### src/logic/lfp_params.svh
`ifndef LFP_PARAMS_SVH
`define LFP_PARAMS_SVH
`define LFP_CLK_HZ 40000000
`define LFP_FAST_HZ 360000
`define LFP_SLOW_HZ 1400
// 22.5 kHz times 255 fine ticks per period
`define LFP_HR_HZ 5737500
`define LFP_DIV(hz) ((`LFP_CLK_HZ + (hz) / 2) / (hz))
`define LFP_STEP0_US 182000
`define LFP_STEP1_US 91000
`define LFP_STEP2_US 46000
`define LFP_STEP3_US 23000
`define LFP_US_CYC(us) ((`LFP_CLK_HZ / 1000000) * (us))
`define LFP_ADDR_ENH 8'h45
`define LFP_ADDR_PCFG 8'h4A
`define LFP_ADDR_DUTY 8'h4C
`define LFP_ADDR_FREQ 8'h4D
`define LFP_ADDR_HYST 8'h4E
`define LFP_ADDR_SMOOTH 8'h4F
`define LFP_ADDR_CUR 8'h48
`define LFP_ADDR_STAT 8'h4B
`define LFP_ADDR_LUT 8'h50
`define LFP_ADDR_LUT_END 8'h67
`define LFP_HR_BIT 4
`define LFP_CKSEL_BIT 3
`define LFP_TBL_EN_BIT 5
`define LFP_SM_EN_BIT 5
`define LFP_HALF_RES_BIT 2
`define LFP_HR_CODE 5'h08
`define LFP_HR_PERIOD 8'hFF
`define LFP_FULL_DUTY 8'hFF
`define LFP_RST_ENH 8'h00
`define LFP_RST_PCFG 8'h00
`define LFP_RST_DUTY 8'h00
`define LFP_RST_FREQ 8'h08
`define LFP_RST_HYST 8'h04
`define LFP_RST_SMOOTH 8'h00
`define LFP_RST_LUT_TEMP 8'hFF
`define LFP_RST_LUT_DUTY 8'h00
`endif

### src/logic/lfp_pkg.sv
package lfp_pkg;
    typedef logic [11:0][7:0] lfp_tbl_t;
    typedef enum logic [1:0] {
        LFP_RAMP_IDLE = 2'b00,
        LFP_RAMP_UP = 2'b01,
        LFP_RAMP_DOWN = 2'b10
    } lfp_ramp_t;
endpackage : lfp_pkg

### src/logic/lfp_fan_pwm.sv
// Function
// - Output duty is the duty value over the full-scale value of the frequency code.
// - The period is 2N ticks of the selected internal clock, 360 kHz or 1.4 kHz.
// - High resolution uses eight duty bits, FF full, at 22.5 kHz, never on the slow clock.
// - A twelve-entry table pairs temperature setpoints with duty values.
// - Without smoothing the duty jumps to the new entry's value at once.
// - Below the first setpoint the duty is zero.
// - Between two setpoints the lower entry's duty holds.
// - With smoothing the duty steps one LSB per interval toward the new value.
// - A setpoint is passed only when temperature exceeds it by 1 or 0.5 degree.
// - On falling temperature setpoints are lowered by the hysteresis amount.
// - An active critical temperature output forces full duty at once.
// - The step interval is 0.182, 0.091, 0.046 or 0.023 s for every smoothing step, up or down.
`timescale 1ns/10ps
`default_nettype none
`include "lfp_params.svh"
module lfp_fan_pwm
    import lfp_pkg::*;
#(
    parameter int unsigned SLOW_DIV = `LFP_DIV(`LFP_SLOW_HZ),
    parameter int unsigned STEP_CYC_0 = `LFP_US_CYC(`LFP_STEP0_US),
    parameter int unsigned STEP_CYC_1 = `LFP_US_CYC(`LFP_STEP1_US),
    parameter int unsigned STEP_CYC_2 = `LFP_US_CYC(`LFP_STEP2_US),
    parameter int unsigned STEP_CYC_3 = `LFP_US_CYC(`LFP_STEP3_US)
) (
    input wire logic core_clk,
    input wire logic reset_n,
    input wire logic clk_en,
    input wire logic reg_we,
    input wire logic [7:0] reg_addr,
    input wire logic [7:0] reg_wdata,
    output logic [7:0] reg_rdata,
    input wire logic [8:0] remote_temp,
    input wire logic critical_temp_output,
    input wire logic fan_pin_i,
    output logic fan_pin_o,
    output logic fan_pin_oe_n
);
    localparam logic [14:0] FAST_DIV = 15'(`LFP_DIV(`LFP_FAST_HZ));
    localparam logic [14:0] HR_DIV = 15'(`LFP_DIV(`LFP_HR_HZ));

    // count of entries whose setpoint (less offset) the temperature has passed
    function automatic logic [3:0] lfp_count(input logic [8:0] t, input logic [9:0] off,
                                             input lfp_tbl_t sp, input logic half);
        logic [3:0] n;
        n = 4'h0;
        for (int i = 0; i < 12; i++) begin
            if ({1'b0, t} + off >= {1'b0, sp[i], 1'b0} + (half ? 10'h001 : 10'h002)) begin
                n = 4'(i + 1);
            end
        end
        return n;
    endfunction : lfp_count

    // register file
    logic [7:0] enh_q, enh_d, pcfg_q, pcfg_d, duty_q, duty_d, freq_q, freq_d;
    logic [7:0] hyst_q, hyst_d, smooth_q, smooth_d, rdata_d;
    lfp_tbl_t lut_temp_q, lut_temp_d, lut_duty_q, lut_duty_d;
    logic [7:0] lut_off;
    logic [7:0] cur_q, cur_d;
    lfp_ramp_t ramp_q, ramp_d;
    logic pin_s1_q, pin_s2_q;

    always_comb begin
        enh_d = enh_q;
        pcfg_d = pcfg_q;
        duty_d = duty_q;
        freq_d = freq_q;
        hyst_d = hyst_q;
        smooth_d = smooth_q;
        lut_temp_d = lut_temp_q;
        lut_duty_d = lut_duty_q;
        lut_off = reg_addr - `LFP_ADDR_LUT;
        if (reg_we) begin
            case (reg_addr)
                `LFP_ADDR_ENH: enh_d = reg_wdata;
                `LFP_ADDR_PCFG: pcfg_d = reg_wdata;
                `LFP_ADDR_DUTY: duty_d = reg_wdata;
                `LFP_ADDR_FREQ: freq_d = reg_wdata;
                `LFP_ADDR_HYST: hyst_d = reg_wdata;
                `LFP_ADDR_SMOOTH: smooth_d = reg_wdata;
                default: begin
                    if (reg_addr >= `LFP_ADDR_LUT && reg_addr <= `LFP_ADDR_LUT_END) begin
                        if (lut_off[0]) begin
                            lut_duty_d[lut_off[4:1]] = reg_wdata;
                        end else begin
                            lut_temp_d[lut_off[4:1]] = reg_wdata;
                        end
                    end
                end
            endcase
        end
        case (reg_addr)
            `LFP_ADDR_ENH: rdata_d = enh_q;
            `LFP_ADDR_PCFG: rdata_d = pcfg_q;
            `LFP_ADDR_DUTY: rdata_d = duty_q;
            `LFP_ADDR_FREQ: rdata_d = freq_q;
            `LFP_ADDR_HYST: rdata_d = hyst_q;
            `LFP_ADDR_SMOOTH: rdata_d = smooth_q;
            `LFP_ADDR_CUR: rdata_d = cur_q;
            `LFP_ADDR_STAT: rdata_d = {5'h00, pin_s2_q, ramp_q};
            default: begin
                rdata_d = 8'h00;
                if (reg_addr >= `LFP_ADDR_LUT && reg_addr <= `LFP_ADDR_LUT_END) begin
                    rdata_d = lut_off[0] ? lut_duty_q[lut_off[4:1]] : lut_temp_q[lut_off[4:1]];
                end
            end
        endcase
    end

    always_ff @(posedge core_clk or negedge reset_n) begin
        if (!reset_n) begin
            enh_q <= `LFP_RST_ENH;
            pcfg_q <= `LFP_RST_PCFG;
            duty_q <= `LFP_RST_DUTY;
            freq_q <= `LFP_RST_FREQ;
            hyst_q <= `LFP_RST_HYST;
            smooth_q <= `LFP_RST_SMOOTH;
            lut_temp_q <= {12{`LFP_RST_LUT_TEMP}};
            lut_duty_q <= {12{`LFP_RST_LUT_DUTY}};
            reg_rdata <= 8'h00;
            pin_s1_q <= 1'b1;
            pin_s2_q <= 1'b1;
        end else if (clk_en) begin
            enh_q <= enh_d;
            pcfg_q <= pcfg_d;
            duty_q <= duty_d;
            freq_q <= freq_d;
            hyst_q <= hyst_d;
            smooth_q <= smooth_d;
            lut_temp_q <= lut_temp_d;
            lut_duty_q <= lut_duty_d;
            reg_rdata <= rdata_d;
            pin_s1_q <= fan_pin_i;
            pin_s2_q <= pin_s1_q;
        end
    end

    // period generation
    logic [14:0] div_q, div_d, div_top;
    logic [7:0] pcnt_q, pcnt_d, period, applied;
    logic [4:0] code;
    logic hr_active, tick, pwm_high_q, pwm_high_d, tbl_en;

    always_comb begin
        tbl_en = pcfg_q[`LFP_TBL_EN_BIT];
        code = (freq_q[4:0] == 5'h00) ? 5'h01 : freq_q[4:0];
        hr_active = enh_q[`LFP_HR_BIT] && !pcfg_q[`LFP_CKSEL_BIT]
                    && freq_q[4:0] == `LFP_HR_CODE;
        period = hr_active ? `LFP_HR_PERIOD : {2'b00, code, 1'b0};
        if (hr_active) begin
            div_top = HR_DIV;
        end else if (pcfg_q[`LFP_CKSEL_BIT]) begin
            div_top = 15'(SLOW_DIV);
        end else begin
            div_top = FAST_DIV;
        end
        tick = (div_q >= div_top - 15'h0001);
        div_d = tick ? 15'h0000 : div_q + 15'h0001;
        pcnt_d = pcnt_q;
        if (tick) begin
            pcnt_d = (pcnt_q >= period - 8'h01) ? 8'h00 : pcnt_q + 8'h01;
        end
        applied = tbl_en ? cur_q : duty_q;
        // critical bypasses smoothing so the fan is full on the next edge
        pwm_high_d = critical_temp_output || applied >= period
                     || pcnt_q < applied;
    end

    always_ff @(posedge core_clk or negedge reset_n) begin
        if (!reset_n) begin
            div_q <= 15'h0000;
            pcnt_q <= 8'h00;
            pwm_high_q <= 1'b1;
        end else if (clk_en) begin
            div_q <= div_d;
            pcnt_q <= pcnt_d;
            pwm_high_q <= pwm_high_d;
        end
    end

    // open drain: only ever pulls low
    assign fan_pin_o = 1'b0;
    assign fan_pin_oe_n = pwm_high_q;

    // table index and smoothing
    logic [3:0] idx_q, idx_d, rise_n, fall_n;
    logic [22:0] step_q, step_d, step_top;
    logic [7:0] tgt;
    logic sm_en, step;

    always_comb begin
        rise_n = lfp_count(remote_temp, 10'h000, lut_temp_q,
                           smooth_q[`LFP_HALF_RES_BIT]);
        fall_n = lfp_count(remote_temp, {1'b0, hyst_q, 1'b0}, lut_temp_q,
                           smooth_q[`LFP_HALF_RES_BIT]);
        if (rise_n > idx_q) begin
            idx_d = rise_n;
        end else if (fall_n < idx_q) begin
            idx_d = fall_n;
        end else begin
            idx_d = idx_q;
        end
        tgt = (idx_q == 4'h0) ? 8'h00 : lut_duty_q[idx_q - 4'h1];
        sm_en = smooth_q[`LFP_SM_EN_BIT];
        case (smooth_q[1:0])
            2'b00: step_top = 23'(STEP_CYC_0 - 1);
            2'b01: step_top = 23'(STEP_CYC_1 - 1);
            2'b10: step_top = 23'(STEP_CYC_2 - 1);
            default: step_top = 23'(STEP_CYC_3 - 1);
        endcase
        step = sm_en && step_q >= step_top;
        step_d = (step || !sm_en) ? 23'h000000 : step_q + 23'h000001;
        cur_d = cur_q;
        if (!sm_en) begin
            cur_d = tgt;
        end else if (step) begin
            // direction from the live target: the ramp state lags a table move by one edge
            if (cur_q < tgt) begin
                cur_d = cur_q + 8'h01;
            end else if (cur_q > tgt) begin
                cur_d = cur_q - 8'h01;
            end
        end
        if (cur_d < tgt) begin
            ramp_d = LFP_RAMP_UP;
        end else if (cur_d > tgt) begin
            ramp_d = LFP_RAMP_DOWN;
        end else begin
            ramp_d = LFP_RAMP_IDLE;
        end
    end

    always_ff @(posedge core_clk or negedge reset_n) begin
        if (!reset_n) begin
            idx_q <= 4'h0;
            step_q <= 23'h000000;
            cur_q <= 8'h00;
            ramp_q <= LFP_RAMP_IDLE;
        end else if (clk_en) begin
            idx_q <= idx_d;
            step_q <= step_d;
            cur_q <= cur_d;
            ramp_q <= ramp_d;
        end
    end
endmodule : lfp_fan_pwm
`default_nettype wire

### config.mk
export PLATFORM = sky130hd
export DESIGN_NAME = lfp_fan_pwm
export DESIGN_NICKNAME = d
export VERILOG_FILES = /design/src/logic/lfp_pkg.sv /design/src/logic/lfp_fan_pwm.sv
export VERILOG_INCLUDE_DIRS = /design/src /design/src/logic
export SDC_FILE = /design/constraint.sdc
export NUM_CORES = 1
export LEC_CHECK = 0
export BUFFER_PORTS_ARGS = -buffer_cell sky130_fd_sc_hd__buf_4
export CAP_MARGIN = 5
export CORE_MARGIN = 1
export CORE_UTILIZATION = 30
export DETAILED_ROUTE_END_ITERATION = 7
export GPL_ROUTABILITY_DRIVEN = 0
export MAX_ROUTING_LAYER = met4
export PLACE_DENSITY_LB_ADDON = 0.05
export SYNTH_ARGS = -nofsm -noshare
export SYNTH_HDL_FRONTEND = slang
export SYNTH_SLANG_ARGS = --single-unit
export TNS_END_PERCENT = 100
### constraint.sdc
create_clock -name core_clk -period 11.3 [get_ports core_clk]
set_input_delay 1.695 -clock core_clk [delete_from_list [all_inputs] [get_ports core_clk]]
set_output_delay 1.695 -clock core_clk [all_outputs]
set_load 0.05 [all_outputs]
==> implementation parameters, run 1 <==
Parameter                              Value

Status
  Result of the run    finished, final reports clean

Floorplan
  IO Pins    a little over 40
  Core Box Area    79400 µm²
  Starting density of the core    a little under a third
  Die area    around 80000 µm²
  Y dimension of the die    ~290 µm
  X dimension of the die    286 µm
  Total number of placement rows    between 100 and 150

Critical path
  Slack of the worst reg-to-reg path    between 4 and 5 ns
  Worst Setup Path Type    input port to flop
  Nature of the critical path endpoint    flop
  Critical R2R Launch    smooth_q[2]$_DFFE_PN0P_
  R2R depth    22
  Arrival time at the worst endpoint    between 7 and 8 ns
  Start point of the critical path    remote_temp[1]
  Capturing point of the worst reg2reg path    idx_q[3]$_DFFE_PN0P_
  Critical Path RT    approximately 12 ns
  End of the critical path    idx_q[3]$_DFFE_PN0P_
  Kind of launch point of the worst setup path    input port
  Maximum fanout count along the critical path    13

Hold path
  Path class of the lowest-slack min-delay path    flop to flop

Synthesis
  Syn Inst Count    between 2000 and 2500
  Yosys warns    0
  Synth area leaders    sky130_fd_sc_hd__dfrtp_1, sky130_fd_sc_hd__ha_1, sky130_fd_sc_hd__mux2_2, sky130_fd_sc_hd__dfstp_2, sky130_fd_sc_hd__mux4_2
  Yosys top cell area share    21.8%
  Most repeated cell in the gate-level netlist after synthesis    sky130_fd_sc_hd__ha_1
  Library cell occupying the most area in the post-synthesis netlist    sky130_fd_sc_hd__dfrtp_1
  Number of enable-type register cells in the synthesized netlist    0
  Sequential fraction of the synthesis area    between 30% and 40%
  Top post-synthesis cells by count    sky130_fd_sc_hd__ha_1, sky130_fd_sc_hd__mux2_2, sky130_fd_sc_hd__dfrtp_1, sky130_fd_sc_hd__nor2_1, sky130_fd_sc_hd__nand2_1
  Total nets after synthesis    2607
  Number of different library cells in the post-synthesis netlist    89
  Flip-flop and latch count after synthesis    ~310
  Share of flip-flops with an asynchronous set or reset    between 90% and 100%
  Cell Area, Synth    24200 µm²
  Average size of a mapped cell    about 11 µm²
  Predominant post-synthesis flop cell    sky130_fd_sc_hd__dfrtp_1

GRT
  Number of global-route vias before repair    about 18000
  Global-route wire length before repair    ~120000 µm
  Initial antenna violation count    1
  Total congestion overflow    0
  Maximum number of pins on one net before global-route repair    approximately 120
  Overall global routing resource usage    just over 20%

STA
  Transition time at the pin with the least slew margin    1.05 ns
  Final Slew Violations    0
  Max-Slew Margin vs Limit    around 30%
  Final setup violating endpoints    0
  Max frequency    about 0.15 GHz
  Setup tns final    0 ns
  Time the final worst path needs with I/O delays and setup    around 6.6 ns
  Final hold slack    between 0.4 and 0.5 ns
  Final clock period utilization by the worst path    about three fifths
  Max Clock Skew    0.0312 ns
  Final Hold Vio Count    0
  Unrepaired setup endpoints after global routing    no

Final layout
  Area grow syn2layout    11.1%
  # nets final    2619
  Combined area of the multi-input logic cells    between 15000 and 20000 µm²
  Number of cells in the finished layout apart from fillers    3344
  Filler Cell Count    between 8000 and 9000
  Post-route cell area    approximately 27000 µm²
  Register cell area after layout    roughly 8000 µm²
  Fraction of final layout cells with drive strength greater than 1    approximately 25%

Drt
  Routed wire length per instance    approximately 24 µm
  Total number of vias    around 18000
  Routed via count divided by cell count    5.40
  Drt first pass iters    5
  Total Wirelength    about 81000 µm
  First-iteration detailed-routing DRC count    between 800 and 900
  DRC errors left    0
  Final ANT Viol Nets    0

CTS
  Buffer count from post-CTS setup fixing    0
  Maximum level of the CTS H-tree    2
  CTS clk-pin slew, worst paths    about 0.06 ns
  Count of cells resized by post-cts repair    0
  Number of hold buffers added after cts    0
  Number of sinks driven by the clock tree    around 310
  CTS tree    done
  Number of CTS-inserted buffers    40
  Buffer cell driving the clock tree root    sky130_fd_sc_hd__clkbuf_16
  Clock buffer depth    3
  Clock latency reported for the late side of the worst-skew pair    0.57 ns

Place
  Post-Place Cell Area    roughly 26000 µm²
  DPL Wire Length    around 60000 µm
  Number of port buffers    39
  Placed insts    3272

Pwr
  PD cells    roughly 120 nW/µm²
  Static Leakage    about 12 nW
  Worst voltage drop across the vdd grid    between 0.1 and 0.15 mV

Job
  Number of max-cap violations    0
-- critical path: stages --
cell,delay (ns)
sky130_fd_sc_hd__buf_4,0.21
sky130_fd_sc_hd__ha_1,0.21
sky130_fd_sc_hd__inv_1,0.06
sky130_fd_sc_hd__fa_1,0.39
sky130_fd_sc_hd__inv_1,0.07
sky130_fd_sc_hd__a21oi_1,0.06
sky130_fd_sc_hd__o21bai_1,0.20
sky130_fd_sc_hd__a21oi_1,0.10
sky130_fd_sc_hd__o21bai_1,0.20
sky130_fd_sc_hd__a21o_1,0.14
sky130_fd_sc_hd__a21o_1,0.49
sky130_fd_sc_hd__ha_1,0.36
sky130_fd_sc_hd__nand2_1,0.07
sky130_fd_sc_hd__a21oi_1,0.05
sky130_fd_sc_hd__a221o_1,0.30
sky130_fd_sc_hd__a31oi_1,0.33
sky130_fd_sc_hd__nor2b_1,0.27
sky130_fd_sc_hd__nand2_1,0.09
sky130_fd_sc_hd__o21ai_0,0.28
sky130_fd_sc_hd__ha_1,0.23
sky130_fd_sc_hd__nand2_1,0.06
sky130_fd_sc_hd__nand4_1,0.16
sky130_fd_sc_hd__and3b_1,0.24
sky130_fd_sc_hd__a2111oi_4,0.46
sky130_fd_sc_hd__mux2_4,0.33
-- per-stage QoR --
stage	utilization [%]	power [mW]	worst slack, ns
floorplan	-	1.80	4.96
global placement	32.2	2.08	4.23
detailed placement	32.2	2.10	4.16
CTS	33.8	3.41	4.75
global route	33.8	3.53	4.33
finish	33.8	3.35	4.67
-- final cells by class --
type,count,area share [%]
multi-input combinational,1774,58.0
clock buffer,63,4.43
sequential,311,29.5
tap,1050,4.90
inverter,76,1.06
clock inverter,8,0.387
timing repair buffer,61,1.73
antenna,1,0.00932
-- how the worst min path moves through the flow --
| stage | start | to | slack (ns) | cells past startpoint |
|---|---|---|---|---|
| after floorplan | ramp_q[0]$_DFFE_PN0P_ | ramp_q[0]$_DFFE_PN0P_ | 0.45 | 2 |
| after global placement | reg_rdata[5]$_DFFE_PN0P_ | reg_rdata[5]$_DFFE_PN0P_ | 0.47 | 1 |
| after detailed placement | reg_rdata[5]$_DFFE_PN0P_ | reg_rdata[5]$_DFFE_PN0P_ | 0.48 | 1 |
| after CTS | reg_rdata[5]$_DFFE_PN0P_ | reg_rdata[5]$_DFFE_PN0P_ | 0.49 | 1 |
| after global routing | reg_rdata[4]$_DFFE_PN0P_ | reg_rdata[4]$_DFFE_PN0P_ | 0.51 | 1 |
| final | reg_rdata[7]$_DFFE_PN0P_ | reg_rdata[7]$_DFFE_PN0P_ | 0.48 | 1 |
-- logic make-up after synthesis --
group	Yosys count	share of synthesized area, %
other	1	0.0155
multiplexers	361	19.9
AO/OA/AOI/OAI	450	12.6
XOR/XNOR	115	4.17
buffers and inverters	167	2.82
adder cells (fa/ha/maj)	324	16.8
AND/OR/NAND/NOR	523	10.9
flip-flops	311	32.7
-- layer usage --
layer,GRT usage (%),vias to the layer above,share of wire (%)
met5,-,-,0
met4,5.64,0,2.7
met3,1.92,102,2.6
met2,32.8,290,47
met1,27.9,9151,48
li1,-,8520,-
-- registers in the layout, summed over array words and instances, names as in the netlist, 8 cells and up --
register,cells
lut_temp_q,96
enh_q,8
lut_duty_q,96
freq_q,8
hyst_q,8
cur_q,8
smooth_q,8
reg_rdata,8
step_q,23
duty_q,8
pcnt_q,8
pcfg_q,8
div_q,15
-- layout by cell type, fill, tap and decap left out, drive strengths merged, types with 10 or more instances in the layout --
cell type,instances
a211oi,12
a21o,42
a21oi,93
a221oi,10
a31oi,21
and3,23
buf,61
clkbuf,63
dfrtp,210
dfstp,101
ha,323
inv,75
mux2,240
mux2i,49
mux4,72
nand2,123
nand2b,17
nand3,100
nand4,32
nor2,131
nor2b,22
nor3,20
nor4,11
o211ai,10
o21a,31
o21ai,109
o22ai,12
o31ai,12
or3,10
xnor2,45
xor2,70
-- power breakdown --
group,switching (mW),internal [mW],leakage (nW),total (mW)
clock,0.513,0.767,0.629,1.28
sequential,0.0734,1.18,3.85,1.25
combinational,0.496,0.322,7.15,0.818
No activity file was read; power rests on OpenSTA's default activity.
==> inputs of run 2 (changes only) <==
- clock period: 11.3 -> 6.1 ns (I/O delays scaled with it)
==> run 2 against run 1 <==
Effect of this change:
- design area grew 0.41%
- critical path depth down 2
- die area stayed put
- clock power is 80% higher
- power increased by 85%
- clock skew is 0.0040 ns lower
- setup slack worse by 4.3 ns
- largest cell class unchanged
- largest power group is now sequential cells
==> implementation parameters, run 2 (synthesis gave the netlist of run 1 again) <==
Parameter                              Value

Critical path
  CP most frequent cell    sky130_fd_sc_hd__ha_1
  Slack of the worst reg-to-reg path    between 0.3 and 0.4 ns
  Kind of launch point of the worst setup path    flop
  Critical Path, Cell by Cell    inv_1 -> buf_4 -> ha_1 -> ha_1 -> nand2_1 -> nor2_1 -> xnor2_1 -> ha_1 -> or4_1 -> o211a_1 -> a311oi_1 -> o311ai_0 -> a21boi_0 -> ha_1 -> nor2b_1 -> o21ai_0 -> nand2b_1 -> a21oi_1 -> a41o_1 -> a21oi_1 -> a2111oi_4 -> buf_4 -> mux2i_1
  Nature of the critical path endpoint    flop
  Worst Setup Path Type    flop to flop
  Maximum fanout count along the critical path    8
  Critical path's slowest cell    sky130_fd_sc_hd__or4_1
  Largest incremental delay on the critical path    around 0.52 ns
  Arrival time at the worst endpoint    6.21 ns
  Critical Path RT    around 6.6 ns

Pwr
  PD cells    roughly 230 nW/µm²
  Power Total    about 6.2 mW
  Static Leakage    roughly 12 nW
  Worst voltage drop across the vdd grid    0.183 mV

Final layout
  Commonest non-fill, non-tap cell in the layout    sky130_fd_sc_hd__ha_1
  Register cell area after layout    just under 8000 µm²
  Top library cells by usage in the layout, fill and taps aside    sky130_fd_sc_hd__ha_1, sky130_fd_sc_hd__mux2_2, sky130_fd_sc_hd__dfrtp_1
  Combined area of the multi-input logic cells    15600 µm²
  Post-route cell area    26900 µm²
  # nets final    ~2600
  Registers with the most flip-flops    lut_duty_q x96, lut_temp_q x96, step_q x23
  Filler Cell Count    between 8000 and 9000
  Area grow syn2layout    11.6%
  Fraction of final layout cells with drive strength greater than 1    25.4%

Floorplan
  IO Pins    41
  Starting density of the core    around 30%
  Total number of placement rows    slightly above 100
  Die area    just over 80000 µm²
  X dimension of the die    roughly 290 µm
  Y dimension of the die    around 290 µm
  Core Box Area    about 80000 µm²

STA
  Final clock period utilization by the worst path    94.0%
  Final Hold Vio Count    0
  Max Clock Skew    about 0.027 ns
  Max-Slew Margin vs Limit    between 20% and 30%
  Time the final worst path needs with I/O delays and setup    5.73 ns
  Max frequency    roughly 0.17 GHz
  Setup tns final    0 ns
  Final Slew Violations    0
  Unrepaired setup endpoints after global routing    no
  Final setup violating endpoints    0
  Final setup margin    0.367 ns
  Transition time at the pin with the least slew margin    approximately 1.1 ns

CTS
  Maximum level of the CTS H-tree    2
  Number of CTS-inserted buffers    39
  Buffer count from post-CTS setup fixing    0
  Clock buffer depth    3
  Clock latency reported for the late side of the worst-skew pair    0.56 ns
  CTS tree    done
  Number of sinks driven by the clock tree    roughly 310
  Count of cells resized by post-cts repair    0
  Buffer cell driving the clock tree root    sky130_fd_sc_hd__clkbuf_16
  CTS clk-pin slew, worst paths    ~0.060 ns
  Number of hold buffers added after cts    0

Drt
  First-iteration detailed-routing DRC count    roughly 980
  Routed wire length per instance    around 24 µm
  Routed via count divided by cell count    5.38
  Final ANT Viol Nets    0
  DRC errors left    0
  Total Wirelength    just over 80000 µm
  Total number of vias    between 15000 and 20000
  Drt first pass iters    5

GRT
  Initial antenna violation count    4
  Global-route wire length before repair    around 120000 µm
  Total congestion overflow    0
  Number of global-route vias before repair    18300
  Overall global routing resource usage    between 20% and 30%
  Maximum number of pins on one net before global-route repair    111

Job
  Number of max-cap violations    0

Status
  Result of the run    finished, final reports clean

Place
  Number of port buffers    39
  Worst setup slack after placement    around 0.22 ns
  DPL Wire Length    60200 µm
  Post-Place Cell Area    around 26000 µm²

Hold path
  Path class of the lowest-slack min-delay path    input port to async pin
==> run 2: changes by cell type in the layout (fill, tap and decap cells not counted), sizes merged <==
| cell | change |
|---|---|
| bufinv | -1 |
| buf | +14 |
| clkbuf | -3 |
| diode | +2 |
| clkinvlp | +2 |
| clkinv | +2 |
==> run 2: final cells by class <==
cell class                      count  share of cell area, %
Clock buffer                       60                   4.33
Timing Repair Buffer               75                   2.26
Tap cell                         1050                   4.88
Clock inverter                     11                  0.325
Antenna cell                        3                 0.0279
Inverter                           76                   1.06
Sequential cell                   311                   29.4
Multi-Input combinational cell   1774                   57.8
==> run 2: path summary, 6_finish.rpt <==
path,cells past startpoint,end,start
min reg2reg,1,reg_rdata[5]$_DFFE_PN0P_,reg_rdata[5]$_DFFE_PN0P_
max in group asynchronous,2,lut_duty_q[58]$_DFFE_PN0P_,reset_n
max,23,idx_q[1]$_DFFE_PN0P_,smooth_q[2]$_DFFE_PN0P_
min,1,div_q[9]$_DFFE_PN0P_,reset_n
min in group core_clk,1,reg_rdata[5]$_DFFE_PN0P_,reg_rdata[5]$_DFFE_PN0P_
max reg2reg,23,idx_q[1]$_DFFE_PN0P_,smooth_q[2]$_DFFE_PN0P_
==> run 2: metal layers <==
metal / GRT usage, % / part of all wire [%]
met5: - / 0
met4: 6.18 / 2.7
met3: 2.35 / 3.2
met2: 32.2 / 46
met1: 28.2 / 48
==> run 2: critical path: cells and delay by family (launching register included) <==
family,cells,cell delay (ns)
compound gates,9,2.12
xor+xnor,1,0.14
fa+ha+maj,4,0.96
buf+inv,3,0.80
flops,1,0.50
mux,1,0.18
simple gates,5,0.94
==> run 2: through the flow <==
step	hold slack [ns]	cells	util, %
after floorplan	0.453	2252	-
after global placement	0.469	3286	32.4
after detailed placement	0.472	3286	32.4
after global routing	0.448	3360	33.9
after CTS	0.401	3357	33.9
final	0.404	3360	33.9
==> run 2: where the power goes <==
part,switching (mW),internal [mW],total [mW]
clock network,0.947,1.36,2.31
registers,0.138,2.18,2.32
logic,0.941,0.641,1.58
==> inputs of run 3 (changes only) <==
- CORE_UTILIZATION: 30 -> 60
==> run 3 against run 2 <==
Effect of this change:
- first-iteration DRC count is 52% higher
- combinational power is 4% lower
- cell count is 16% lower
- register-to-register slack hardly changed
- largest power group unchanged
==> implementation parameters, run 3 (synthesis gave the netlist of run 1 again) <==
Parameter                              Value

Critical path
  Worst path bufs/invs    2
  Kind of launch point of the worst setup path    flop
  Maximum fanout count along the critical path    8
  Critical path's slowest cell    sky130_fd_sc_hd__dfrtp_1
  R2R depth    22
  CP most frequent cell    sky130_fd_sc_hd__ha_1
  Slack of the worst reg-to-reg path    ~0.38 ns
  Cell family contributing the most delay on the critical path    compound AO/OA/AOI/OAI gates
  Capturing point of the worst reg2reg path    idx_q[3]$_DFFE_PN0P_
  Arrival time at the worst endpoint    around 6 ns
  Worst Setup Path Type    flop to flop
  Nature of the critical path endpoint    flop
  Largest incremental delay on the critical path    between 0.4 and 0.5 ns
  Critical R2R Launch    smooth_q[2]$_DFFE_PN0P_
  Critical Path RT    6.54 ns
  Critical Path, Cell by Cell    inv_1 -> buf_4 -> ha_1 -> ha_1 -> nand3_1 -> xor2_1 -> ha_1 -> a2111o_1 -> a31oi_1 -> nor3_1 -> a211oi_2 -> o311ai_0 -> a21boi_0 -> ha_1 -> nor2b_1 -> o21ai_0 -> nand2b_1 -> a21oi_1 -> a41o_1 -> a21oi_1 -> a2111oi_4 -> mux2_4

GRT
  Maximum number of pins on one net before global-route repair    between 100 and 150
  Number of global-route vias before repair    18800
  Total congestion overflow    0
  Initial antenna violation count    2
  Global-route wire length before repair    roughly 110000 µm
  Overall global routing resource usage    35.7%

CTS
  Clock latency reported for the late side of the worst-skew pair    roughly 0.57 ns
  Buffer cell driving the clock tree root    sky130_fd_sc_hd__clkbuf_16
  Buffer count from post-CTS setup fixing    0
  Number of CTS-inserted buffers    37
  Number of hold buffers added after cts    0
  Number of sinks driven by the clock tree    between 300 and 400
  Clock buffer depth    3
  Maximum level of the CTS H-tree    2
  CTS tree    done
  Count of cells resized by post-cts repair    0
  CTS clk-pin slew, worst paths    roughly 0.060 ns

Floorplan
  X dimension of the die    203 µm
  IO Pins    41
  Starting density of the core    about 60%
  Total number of placement rows    73
  Core Box Area    slightly below 40000 µm²
  Die area    approximately 41000 µm²
  Y dimension of the die    203 µm

STA
  Time the final worst path needs with I/O delays and setup    about 5.7 ns
  Max Clock Skew    between 0.02 and 0.03 ns
  Transition time at the pin with the least slew margin    1.11 ns
  Setup tns final    0 ns
  Final setup margin    0.380 ns
  Final setup violating endpoints    0
  Unrepaired setup endpoints after global routing    no
  Final clock period utilization by the worst path    between 90% and 100%
  Final Slew Violations    0
  Max frequency    roughly 0.17 GHz
  Final Hold Vio Count    0
  Max-Slew Margin vs Limit    around a quarter

Pwr
  Worst voltage drop across the vdd grid    roughly 0.27 mV
  Combinational share of power    approximately 25%
  Static Leakage    around 12 nW
  Proportion of power drawn by the clock network    36.7%
  Internal power    4.05 mW
  PD cells    231 nW/µm²
  Portion of total power attributed to sequential cells    a little under two fifths
  Switching power summed over all nets    between 1.5 and 2 mW
  Net Sw Frac    approximately a third

Final layout
  Final core utilization    between 60% and 70%
  # nets final    2620
  Commonest non-fill, non-tap cell in the layout    sky130_fd_sc_hd__ha_1
  Top library cells by usage in the layout, fill and taps aside    sky130_fd_sc_hd__ha_1, sky130_fd_sc_hd__mux2_2, sky130_fd_sc_hd__dfrtp_1
  Registers with the most flip-flops    lut_duty_q x96, lut_temp_q x96, step_q x23
  Register cell area after layout    ~7900 µm²
  Filler Cell Count    around 3100
  Combined area of the multi-input logic cells    about 16000 µm²
  Area grow syn2layout    8.27%
  Fraction of final layout cells with drive strength greater than 1    25.5%
  Post-route cell area    26200 µm²

Drt
  Total Wirelength    69300 µm
  Total number of vias    around 19000
  DRC errors left    0
  First-iteration detailed-routing DRC count    roughly 1500
  Routed wire length per instance    24.6 µm
  Routed via count divided by cell count    ~6.7
  Final ANT Viol Nets    0
  Drt first pass iters    5

Status
  Result of the run    finished, final reports clean

Job
  Number of max-cap violations    0

Place
  DPL Wire Length    49300 µm
  Post-Place Cell Area    ~25000 µm²
  Number of port buffers    39
  Worst setup slack after placement    0.149 ns

Hold path
  Path class of the lowest-slack min-delay path    input port to async pin
## run 3: per-layer routing
layer / track usage, % / wire [µm] / vias up
li1: - / - / 8507
met1: 47.3 / 29800 / 9422
met2: 54.0 / 31200 / 747
met3: 6.53 / 5380 / 185
met4: 14.7 / 2930 / 0
met5: - / 0 / -
## run 3: through the flow
| stage | hold WS [ns] | power [mW] | std cells |
|---|---|---|---|
| 2_1_floorplan | 0.453 | 3.34 | 2252 |
| 3_3_place_gp | 0.466 | 3.77 | 2751 |
| 3_5_place_dp | 0.469 | 3.82 | 2751 |
| 4_1_cts | 0.483 | 6.05 | 2819 |
| 5_1_grt | 0.510 | 6.31 | 2820 |
| 6_report | 0.439 | 6.03 | 2820 |
## run 3: worst max-delay path by stage
stage / endpoint / startpoint / cells after the start
final: idx_q[3]$_DFFE_PN0P_ / smooth_q[2]$_DFFE_PN0P_ / 22
after global routing: idx_q[3]$_DFFE_PN0P_ / smooth_q[2]$_DFFE_PN0P_ / 22
after CTS: idx_q[3]$_DFFE_PN0P_ / smooth_q[2]$_DFFE_PN0P_ / 22
after detailed placement: idx_q[3]$_DFFE_PN0P_ / remote_temp[2] / 23
after global placement: idx_q[3]$_DFFE_PN0P_ / remote_temp[2] / 23
after floorplan: idx_q[3]$_DFFE_PN0P_ / remote_temp[1] / 24
## run 3: final cells by class
cell class | count | share of cell area, %
clock inverters | 26 | 0.890
multi-input cells | 1774 | 59.5
diodes | 1 | 0.00957
clock buffers | 42 | 3.77
well taps | 525 | 2.51
repair buffers | 65 | 1.94
flip-flops and latches | 311 | 30.2
inverters | 76 | 1.09
## run 3: power groups by stage
stage | Combinational, mW | Clock [mW] | Sequential [mW]
floorplan | 1.03 | 0 | 2.31
global placement | 1.44 | 0 | 2.33
detailed placement | 1.48 | 0 | 2.34
CTS | 1.49 | 2.25 | 2.31
global route | 1.65 | 2.34 | 2.32
finish | 1.51 | 2.22 | 2.31
